[config.mk]
export PLATFORM = sky130hd
export DESIGN_NAME = kbdc_cmd_byte
export DESIGN_NICKNAME = d
export VERILOG_FILES = /design/src/kbdc_pkg.sv /design/src/kbdc_rom.sv /design/src/kbdc_xlate.sv /design/src/kbdc_cmd_byte.sv
export SDC_FILE = /design/constraint.sdc
export NUM_CORES = 1
export LEC_CHECK = 0
export BUFFER_PORTS_ARGS = -buffer_cell sky130_fd_sc_hd__buf_2
export CAP_MARGIN = 25
export CORE_AREA = 2 2 138 194
export CTS_CLUSTER_DIAMETER = 120
export DETAILED_ROUTE_END_ITERATION = 16
export DIE_AREA = 0 0 140 196
export GPL_TIMING_DRIVEN = 0
export PLACE_DENSITY_LB_ADDON = 0.15
export SLEW_MARGIN = 20
export SYNTH_ARGS = -nofsm -noshare
export SYNTH_HDL_FRONTEND = slang
export SYNTH_SLANG_ARGS = --single-unit
[constraint.sdc]
create_clock -name clk_sys -period 2.6 [get_ports clk_sys]
set_clock_uncertainty 0.05 [all_clocks]
set_input_delay 0.26 -clock clk_sys [delete_from_list [all_inputs] [get_ports clk_sys]]
set_output_delay 0.26 -clock clk_sys [all_outputs]
set_load 0.01 [all_outputs]
[src/kbdc_pkg.sv]
package kbdc_pkg;

	// Host command codes written to the command port
	localparam logic [7:0] CMD_READ_CFG   = 8'h20;
	localparam logic [7:0] CMD_WRITE_CFG  = 8'h60;
	localparam logic [7:0] CMD_RAM_FIRST  = 8'h61;
	localparam logic [7:0] CMD_RAM_LAST   = 8'h7F;
	localparam logic [7:0] CMD_ROM_READ   = 8'hA0;
	localparam logic [7:0] CMD_VERSION    = 8'hA1;
	localparam logic [7:0] CMD_PWD_TEST   = 8'hA4;

	// Responses and fixed values
	localparam logic [7:0] RESP_PWD_SET   = 8'hFA;
	localparam logic [7:0] ROM_END_BYTE   = 8'h00;
	localparam logic [7:0] REGB_CLEAR     = 8'h00;
	localparam logic [7:0] REGB_RESET     = 8'h00;
	// Arbitrary neutral version code
	localparam logic [7:0] VERSION_CODE   = 8'h5A;

	// Configuration byte layout
	localparam int CFG_KBD_IRQ_EN  = 0;
	localparam int CFG_AUX_IRQ_EN  = 1;
	localparam int CFG_SYS_FLAG    = 2;
	localparam int CFG_LOCK_OVR    = 3;
	localparam int CFG_KBD_DIS     = 4;
	localparam int CFG_AUX_DIS     = 5;
	localparam int CFG_XLATE_EN    = 6;
	localparam logic [7:0] CFG_WRITE_MASK = 8'h7F;
	localparam logic [7:0] CFG_RESET      = 8'h00;

	// Internal RAM written by the 61-7F range
	localparam int RAM_DEPTH = 31;
	localparam int RAM_IDX_W = 5;
	localparam logic [RAM_IDX_W-1:0] RAM_IDX_RESET = 5'h00;
	localparam logic [7:0] RAM_RESET = 8'h00;

	// Internal ROM
	localparam int ROM_IDX_W = 3;
	localparam logic [ROM_IDX_W-1:0] ROM_IDX_RESET = 3'h0;
	localparam logic [ROM_IDX_W-1:0] ROM_IDX_STEP  = 3'h1;

	// Scan-code translation
	localparam logic [7:0] XLATE_BREAK_PREFIX = 8'hF0;
	localparam logic [7:0] XLATE_BREAK_BIT    = 8'h80;

	typedef enum logic [1:0] {
		CMD_IDLE     = 2'b00,
		CMD_WAIT_CFG = 2'b01,
		CMD_WAIT_RAM = 2'b10,
		CMD_ROM_SEQ  = 2'b11
	} kbdc_cmd_state_t;

	typedef struct packed {
		logic       wr;
		logic       isCmd;
		logic [7:0] data;
	} kbdc_host_wr_t;

	typedef struct packed {
		logic       full;
		logic       aux;
		logic [7:0] data;
	} kbdc_ob_t;

	typedef struct packed {
		logic       valid;
		logic [7:0] data;
	} kbdc_byte_t;

endpackage

[src/kbdc_rom.sv]
`timescale 1ns/1ps
module kbdc_rom
	import kbdc_pkg::*;
(
	input  wire logic [ROM_IDX_W-1:0] romIdx,
	output logic      [7:0]           romData
);

	function automatic logic [7:0] romByte(input logic [ROM_IDX_W-1:0] idx);
		case (idx)
			3'h0:    romByte = VERSION_CODE;
			3'h1:    romByte = 8'h01;
			3'h2:    romByte = 8'h02;
			3'h3:    romByte = 8'h03;
			// Past the last entry the sequence terminator is returned
			default: romByte = ROM_END_BYTE;
		endcase
	endfunction

	assign romData = romByte(romIdx);

endmodule // kbdc_rom

[src/kbdc_xlate.sv]
`timescale 1ns/1ps
module kbdc_xlate
	import kbdc_pkg::*;
(
	input  wire logic       clk_sys,
	input  wire logic       rst_n,
	input  wire logic       enable,
	input  wire kbdc_byte_t inByte,
	output logic            inReady,
	output kbdc_byte_t      outByte,
	input  wire logic       outReady
);

	typedef struct packed {
		logic       breakPending;
		kbdc_byte_t hold;
	} kbdc_xlate_state_t;

	kbdc_xlate_state_t s;
	kbdc_xlate_state_t next_s;

	// Small code map; codes outside it pass unchanged
	function automatic logic [7:0] mapCode(input logic [7:0] code);
		case (code)
			8'h76:   mapCode = 8'h01;
			8'h16:   mapCode = 8'h02;
			8'h1E:   mapCode = 8'h03;
			8'h26:   mapCode = 8'h04;
			8'h5A:   mapCode = 8'h1C;
			8'h29:   mapCode = 8'h39;
			default: mapCode = code;
		endcase
	endfunction

	// One-entry hold register so the break prefix and its code collapse into a single byte
	assign inReady = !s.hold.valid || outReady;
	assign outByte = s.hold;

	always_comb begin
		next_s = s;
		if (outReady) begin
			next_s.hold.valid = 1'b0;
		end
		if (inByte.valid && inReady) begin
			if (!enable) begin
				next_s.hold         = inByte;
				next_s.breakPending = 1'b0;
			end else if (inByte.data == XLATE_BREAK_PREFIX) begin
				next_s.breakPending = 1'b1;
			end else begin
				next_s.hold.valid   = 1'b1;
				next_s.hold.data    = mapCode(inByte.data) | (s.breakPending ? XLATE_BREAK_BIT : 8'h00);
				next_s.breakPending = 1'b0;
			end
		end
	end

	always_ff @(posedge clk_sys) begin
		if (!rst_n) begin
			s <= '0;
		end else begin
			s <= next_s;
		end
	end

endmodule // kbdc_xlate

[src/kbdc_cmd_byte.sv]
`timescale 1ns/1ps
// Operation
// - Command 60 makes the next data-port byte the configuration byte.
// - Bit 0 set: interrupt each time keyboard data enters the output buffer.
// - Plain keyboard mode: bit 1 is reserved, written zero, has no function.
// - Mouse mode with bit 1 set: auxiliary interrupt when mouse data is buffered.
// - Bit 2 is copied to the status system flag.
// - Bit 3 one: keylock switch is ignored and cannot inhibit keyboard.
// - Bit 4 one: keyboard clock held low, no keyboard send or receive.
// - Bit 5 one: mouse clock held low, no mouse send or receive.
// - Bit 6 one: keyboard scan codes translated, two-byte sequences collapsed.
// - Commands 61-7F write the next data byte into the selected RAM location.
// - Command A0 returns ROM bytes in turn, ending with a zero byte.
// - Password test answers FAh when a password is installed.
// - Password test also clears internal register B to zero.
// - Command A1 loads the version code into the output buffer.
// - The password test command is code A4.
// - Command 20 returns the current configuration byte.
module kbdc_cmd_byte
	import kbdc_pkg::*;
(
	input  wire logic                 clk_sys,
	input  wire logic                 rst_n,
	input  wire kbdc_host_wr_t        hostWr,
	input  wire logic                 hostObRead,
	output kbdc_ob_t                  outBuf,
	output logic                      irqKbd,
	output logic                      irqAux,
	output logic                      sysFlag,
	output logic                      keyboardInhibit,
	input  wire logic                 auxModeSel,
	input  wire logic                 keylock_switch_input,
	input  wire logic                 passwordInstalled,
	input  wire kbdc_byte_t           kbdRx,
	output logic                      kbdRxReady,
	input  wire kbdc_byte_t           mouseRx,
	output logic                      mouseRxReady,
	output logic                      kbdClkOut,
	output logic                      kbdClkOe_n,
	output logic                      mouseClkOut,
	output logic                      mouseClkOe_n,
	output logic      [7:0]           cfgByte,
	output logic      [7:0]           regB,
	input  wire logic [RAM_IDX_W-1:0] ramRdIdx,
	output logic      [7:0]           ramRdData
);

	typedef struct packed {
		kbdc_cmd_state_t                fsm;
		logic [7:0]                     cfg;
		logic [RAM_IDX_W-1:0]           ramIdx;
		logic [RAM_DEPTH-1:0][7:0]      ram;
		logic [ROM_IDX_W-1:0]           romIdx;
		logic                           respValid;
		logic [7:0]                     respData;
		kbdc_ob_t                       ob;
		logic                           irqKbd;
		logic                           irqAux;
		logic [7:0]                     regB;
	} kbdc_main_state_t;

	kbdc_main_state_t s;
	kbdc_main_state_t next_s;

	logic       kbdActive;
	logic       mouseActive;
	logic       auxIrqUsable;
	logic       obFree;
	logic       cmdSourceBusy;
	logic       takeMouse;
	logic       takeKbd;
	logic [7:0] romData;
	kbdc_byte_t xlIn;
	kbdc_byte_t xlOut;
	logic       xlInReady;

	// Configuration fields; bit 7 is stored as zero and drives nothing
	logic       cfgKbdIrqEn;
	logic       cfgAuxIrqEn;
	logic       cfgSysFlag;
	logic       cfgLockOvr;
	logic       cfgKbdDis;
	logic       cfgAuxDis;
	logic       cfgXlateEn;

	// Host port decode, shared by the command and data paths
	logic       cmdWr;
	logic       dataWr;
	logic       cmdReadCfg;
	logic       cmdWriteCfg;
	logic       cmdRamWrite;
	logic       cmdRomRead;
	logic       cmdVersion;
	logic       cmdPwdTest;

	// Output buffer fill strobes for command answers
	logic       loadResp;
	logic       loadRom;

	// Index 31 has no cell behind it and reads as the reset value
	logic       ramRdInRange;

	function automatic logic isRamWrite(input logic [7:0] code);
		isRamWrite = (code >= CMD_RAM_FIRST) && (code <= CMD_RAM_LAST);
	endfunction

	function automatic logic [RAM_IDX_W-1:0] ramSlot(input logic [7:0] code);
		logic [7:0] diff;
		diff    = code - CMD_RAM_FIRST;
		ramSlot = diff[RAM_IDX_W-1:0];
	endfunction

	assign cfgKbdIrqEn = s.cfg[CFG_KBD_IRQ_EN];
	assign cfgAuxIrqEn = s.cfg[CFG_AUX_IRQ_EN];
	assign cfgSysFlag  = s.cfg[CFG_SYS_FLAG];
	assign cfgLockOvr  = s.cfg[CFG_LOCK_OVR];
	assign cfgKbdDis   = s.cfg[CFG_KBD_DIS];
	assign cfgAuxDis   = s.cfg[CFG_AUX_DIS];
	assign cfgXlateEn  = s.cfg[CFG_XLATE_EN];

	// Locked keyboard is treated as inhibited unless the override bit is set
	assign keyboardInhibit = keylock_switch_input && !cfgLockOvr;
	assign kbdActive       = !cfgKbdDis && !keyboardInhibit;
	assign mouseActive     = auxModeSel && !cfgAuxDis;
	// Bit 1 only means something when the mouse port exists
	assign auxIrqUsable    = auxModeSel && cfgAuxIrqEn;

	// Command responses and ROM streaming outrank device traffic in the buffer
	assign obFree        = !s.ob.full;
	assign cmdSourceBusy = s.respValid || (s.fsm == CMD_ROM_SEQ);
	assign takeMouse     = obFree && !cmdSourceBusy && mouseActive && mouseRx.valid;
	assign takeKbd       = obFree && !cmdSourceBusy && !takeMouse && xlOut.valid;
	// An answer waits one cycle in respData, then takes the empty buffer first
	assign loadResp      = obFree && s.respValid;
	assign loadRom       = obFree && !s.respValid && (s.fsm == CMD_ROM_SEQ);

	// One write is one pulse; a command write also ends any wait for a data byte
	assign cmdWr       = hostWr.wr && hostWr.isCmd;
	assign dataWr      = hostWr.wr && !hostWr.isCmd;
	assign cmdReadCfg  = cmdWr && (hostWr.data == CMD_READ_CFG);
	assign cmdWriteCfg = cmdWr && (hostWr.data == CMD_WRITE_CFG);
	assign cmdRamWrite = cmdWr && isRamWrite(hostWr.data);
	assign cmdRomRead  = cmdWr && (hostWr.data == CMD_ROM_READ);
	assign cmdVersion  = cmdWr && (hostWr.data == CMD_VERSION);
	assign cmdPwdTest  = cmdWr && (hostWr.data == CMD_PWD_TEST);

	// Disabled interfaces stall their sources so nothing is received
	assign mouseRxReady = takeMouse;
	assign xlIn.valid   = kbdRx.valid && kbdActive;
	assign xlIn.data    = kbdRx.data;
	assign kbdRxReady   = xlInReady && kbdActive;

	// Clock pins: driven low while the interface is disabled, released otherwise
	assign kbdClkOut    = 1'b0;
	assign kbdClkOe_n   = !cfgKbdDis;
	assign mouseClkOut  = 1'b0;
	assign mouseClkOe_n = !cfgAuxDis;

	assign outBuf       = s.ob;
	assign irqKbd       = s.irqKbd;
	assign irqAux       = s.irqAux;
	assign sysFlag      = cfgSysFlag;
	assign cfgByte      = s.cfg;
	assign regB         = s.regB;
	assign ramRdInRange = int'(ramRdIdx) < RAM_DEPTH;
	assign ramRdData    = ramRdInRange ? s.ram[ramRdIdx] : RAM_RESET;

	kbdc_rom u_rom (
		.romIdx  (s.romIdx),
		.romData (romData)
	);

	kbdc_xlate u_xlate (
		.clk_sys  (clk_sys),
		.rst_n    (rst_n),
		.enable   (cfgXlateEn),
		.inByte   (xlIn),
		.inReady  (xlInReady),
		.outByte  (xlOut),
		.outReady (takeKbd)
	);

	always_comb begin
		next_s        = s;
		// Interrupt outputs are single-cycle pulses
		next_s.irqKbd = 1'b0;
		next_s.irqAux = 1'b0;

		// A host read frees the buffer at the next edge; a refill follows one cycle later
		if (hostObRead) begin
			next_s.ob.full = 1'b0;
		end

		// Output buffer loading, at most one source per cycle
		if (loadResp) begin
			next_s.ob.full   = 1'b1;
			next_s.ob.aux    = 1'b0;
			next_s.ob.data   = s.respData;
			next_s.respValid = 1'b0;
		end else if (loadRom) begin
			next_s.ob.full = 1'b1;
			next_s.ob.aux  = 1'b0;
			next_s.ob.data = romData;
			next_s.romIdx  = s.romIdx + ROM_IDX_STEP;
			// The terminator itself is delivered before the stream stops
			if (romData == ROM_END_BYTE) begin
				next_s.fsm = CMD_IDLE;
			end
		end else if (takeMouse) begin
			next_s.ob.full = 1'b1;
			next_s.ob.aux  = 1'b1;
			next_s.ob.data = mouseRx.data;
			next_s.irqAux  = auxIrqUsable;
		end else if (takeKbd) begin
			next_s.ob.full = 1'b1;
			next_s.ob.aux  = 1'b0;
			next_s.ob.data = xlOut.data;
			next_s.irqKbd  = cfgKbdIrqEn;
		end

		// Command port: a new command abandons any wait and any ROM stream
		if (cmdWr) begin
			next_s.fsm = CMD_IDLE;
		end

		if (cmdReadCfg) begin
			next_s.respValid = 1'b1;
			next_s.respData  = s.cfg & CFG_WRITE_MASK;
		end

		if (cmdWriteCfg) begin
			next_s.fsm = CMD_WAIT_CFG;
		end

		if (cmdRamWrite) begin
			next_s.fsm    = CMD_WAIT_RAM;
			next_s.ramIdx = ramSlot(hostWr.data);
		end

		if (cmdRomRead) begin
			next_s.fsm    = CMD_ROM_SEQ;
			next_s.romIdx = ROM_IDX_RESET;
		end

		if (cmdVersion) begin
			next_s.respValid = 1'b1;
			next_s.respData  = VERSION_CODE;
		end

		// Register B is cleared whether or not a password is present
		if (cmdPwdTest) begin
			next_s.regB = REGB_CLEAR;
			// With no password the command leaves the buffer untouched
			if (passwordInstalled) begin
				next_s.respValid = 1'b1;
				next_s.respData  = RESP_PWD_SET;
			end
		end

		// Data port: only a pending configuration or RAM command gives the byte a home
		if (dataWr) begin
			case (s.fsm)
				CMD_WAIT_CFG: begin
					// Stored masked so the reserved top bit always reads zero
					next_s.cfg = hostWr.data & CFG_WRITE_MASK;
					next_s.fsm = CMD_IDLE;
				end
				CMD_WAIT_RAM: begin
					next_s.ram[s.ramIdx] = hostWr.data;
					next_s.fsm           = CMD_IDLE;
				end
				CMD_IDLE: begin
					next_s.fsm = CMD_IDLE;
				end
				CMD_ROM_SEQ: begin
					next_s.fsm = CMD_ROM_SEQ;
				end
				default: begin
					next_s.fsm = CMD_IDLE;
				end
			endcase
		end
	end

	// Every field gets a defined value so nothing unknown reaches the host after reset
	always_ff @(posedge clk_sys) begin
		if (!rst_n) begin
			s.fsm       <= CMD_IDLE;
			s.cfg       <= CFG_RESET;
			s.ramIdx    <= RAM_IDX_RESET;
			s.ram       <= {RAM_DEPTH{RAM_RESET}};
			s.romIdx    <= ROM_IDX_RESET;
			s.respValid <= 1'b0;
			s.respData  <= '0;
			s.ob        <= '0;
			s.irqKbd    <= 1'b0;
			s.irqAux    <= 1'b0;
			s.regB      <= REGB_RESET;
		end else begin
			s <= next_s;
		end
	end

endmodule // kbdc_cmd_byte

==> flow_summary.json <==
{
  "syn_to_final_growth_pct": 14.55,
  "routabilityCongestion": 0.9012,
  "crit_required_ps": 2290,
  "synth_ff_type": "dfxtp_1",
  "p_per_area_nw_per_um2": 627.0,
  "grtUsageTotal_pct": 32.68,
  "ys_seq_area_share_pct": 43.16,
  "slew_viol_final": 0,
  "cp_num_buf_inv": 1,
  "yosys.area_share.xor_xnor_pct": 0.1914,
  "antenna_found_initial": 0,
  "firstDrtPassIters": 11,
  "path_delay_family": "multiplexers",
  "rsz0062_at_grt": "yes",
  "clk_pin_slew_ps": 70,
  "yosys.area.top_type": "dfxtp_1",
  "synth.top_cell.area_share_pct": 43.16,
  "worstMarginPinSlew_ps": 1194,
  "wl_per_cell_um": 23.19,
  "crit_chain": "mux4_2, mux4_2, nor2_2, a211oi_1, buf_2",
  "synth.most_common_cell": "dfxtp_1",
  "grt_pass1_wl_mm": 68.01,
  "portBuffers": 62,
  "hp-class": "in2reg",
  "power_uw": 9861,
  "cap_violations": 0,
  "cp_slowest_stage_delay_ps": 560,
  "vias": 11728,
  "final_nets": 1643,
  "timing_worst_setup_path_type": "reg2out",
  "synth_edf_count": 0,
  "crit_fanout": 2,
  "fin_ws_ps": -36.42,
  "hold_viol": 0,
  "timing.final.crit_share_pct": 101.4,
  "synth_cell_types": 66,
  "die_x_um": 140,
  "viasPerCell": 6.039,
  "finalCriticalPeriod_ps": 2636,
  "vdd_drop_max_mv": 0.5644,
  "ant_nets": 0,
  "synthAdderAreaFrac_pct": 0.7291,
  "p_leak_uw": 0.005982,
  "fp.dieArea_um2": 27440,
  "diodes": 0,
  "cts_tree": "yes",
  "synthCells": 1477,
  "fmax_ghz": 0.3793,
  "cpMostUsedCell": "mux4_2",
  "die_h_um": 196,
  "outcome": "finished with violations",
  "route.detailed.drc": 1,
  "violations": "design-rule violations, negative setup slack",
  "yosysWarnings": 0,
  "rows": 70,
  "clock_latency_ps": 560,
  "clockRootBuffer": "clkbuf_16",
  "start_util_pct": 53.13,
  "htreeDepth": 1,
  "drt_iter0_drc": 1028,
  "synth_top_family_by_area": "multiplexers",
  "grt_max_degree": 20,
  "hpwl_mm": 32.06,
  "cts.sink_count": 296,
  "dp.cells": 1874,
  "end_kind": "output port",
  "avgSynthCellArea_um2": 9.295,
  "postCtsSetupBuffers": 0,
  "finalSetupViolCount": 3,
  "netlist_area_um2": 13730,
  "synth-seq-cells": 296,
  "async_flop_share_pct": 0,
  "crit_slowest_cell": "mux4_2",
  "arrival_ps": 2330,
  "relSlewSlack_pct": 20.43,
  "synth-simple-area-share_pct": 18.78,
  "stdcell_count": 1942,
  "start_kind": "register",
  "overflow": 0,
  "ys_top_cells_by_area": "dfxtp_1, mux2i_1, mux4_2",
  "synthTopCellsByCount": "dfxtp_1, nand2_1, nor2_1",
  "ios": 83,
  "drive_gt1_share_pct": 16.50,
  "totalWireLength_mm": 45.04,
  "synth_mux_area_share_pct": 21.86,
  "core_um2": 25840,
  "clock_path_buffers": 3,
  "cts_inserted_buffers": 29,
  "grt_pass1_vias": 11389,
  "synth_compound_gate_area_share_pct": 9.397
}
## area by class of cell
type | instances | area [µm²]
clock inverters | 16 | 232.7
inverters | 15 | 56.30
plain buffers | 154 | 775.7
fillers | 2282 | 10110
repair buffers | 79 | 484.2
well taps | 324 | 405.4
multi-input cells | 1021 | 7048
flip-flops and latches | 296 | 5928
clock buffers | 37 | 795.8
## worst paths after layout
| kind | start | end | slack (ps) | cells after the start |
|---|---|---|---|---|
| setup / recovery | s[153]$_SDFFE_PN0P_ | ramRdData[1] | -40 | 5 |
| hold / removal | rst_n | s[29]$_SDFFE_PP0P_ | 9 | 3 |
| hold reg to reg | s[113]$_SDFFE_PN0P_ | s[113]$_SDFFE_PN0P_ | 400 | 2 |
| setup reg to reg | s[294]$_SDFFE_PN0P_ | s[62]$_SDFFE_PN0P_ | 180 | 6 |
## worst min-delay path, cell delays in order
cell and delay [ps]:
buf_2 150, nand2_1 120, nor2_1 50
## per-stage QoR
step	hold WS [ps]	setup slack, ps	setup TNS (ps)	area, µm²	util [%]
2_1_floorplan	347.3	331.5	0	13770	-
3_3_place_gp	388.7	-548.5	-8095	14480	56.05
3_5_place_dp	395.5	-562.5	-6396	14490	56.08
4_1_cts	0.3690	-19.86	-49.86	15710	60.80
5_1_grt	30.12	-71.04	-213.2	15730	60.87
6_report	9.193	-36.42	-74.45	15730	60.87
## layer usage
| layer | track usage (%) | routed length [µm] | vias up |
|---|---|---|---|
| met2 | 56.70 | 22040 | 513 |
| met1 | 39.40 | 17180 | 5682 |
| met3 | 3.930 | 3006 | 131 |
| met4 | 18.29 | 2811 | 0 |
| li1 | - | - | 5402 |
| met5 | 0 | 0 | - |
## power by group
| group | internal [µW] | switching [µW] | leakage, µW |
|---|---|---|---|
| clock | 2750 | 1870 | 0.000511 |
| combinational | 206 | 460 | 0.00308 |
| sequential | 4550 | 18.2 | 0.00239 |
| total | 7510 | 2350 | 0.00598 |
## cells in the final DEF, fill, tap and decap left out, drive strengths merged, types with 5 or more instances in the layout
cell type,Yosys,final
buf,65,126
inv,15,15
nand3,134,134
nand4,5,5
a211oi,14,14
dlygate4sd3,0,16
nand2,176,176
clkbuf,90,128
conb,1,11
a31oi,12,12
nor4,5,5
clkinv,0,9
nor2,167,167
nor3,13,13
bufinv,0,6
nand2b,7,7
a21oi,150,150
mux4,62,62
nor3b,6,6
ha,8,8
dfxtp,296,296
a211o,5,5
nor2b,13,13
mux2i,157,157
and3b,5,5
o21ai,14,14
## flip-flops by register name, indices dropped and copies added (netlist names)
| register | count |
|---|---|
| u_xlate.outByte | 9 |
| outBuf | 10 |
| cfgByte | 7 |
| u_xlate.s | 1 |
| irqAux | 1 |
| irqKbd | 1 |
| s | 267 |
## repair_timing
item,CTS,global route
resized for setup,13,13
cloned,0,0
hold endpoints to repair,17,0
endpoints found under the setup margin,8,43
pin swaps,0,0
hold buffers,16,0
## cell families (layout without fill, tap and decap cells)
group,Yosys count,in the layout
and+or+nand+nor,554,554
DFF,296,296
AOI/OAI and AO/OA,223,223
muxes,222,222
buffers and inverters,170,301
adders and majority gates,8,8
xor gates and xnor gates,3,3
other,1,11
Note: power is estimated with default switching activity, not from simulation.
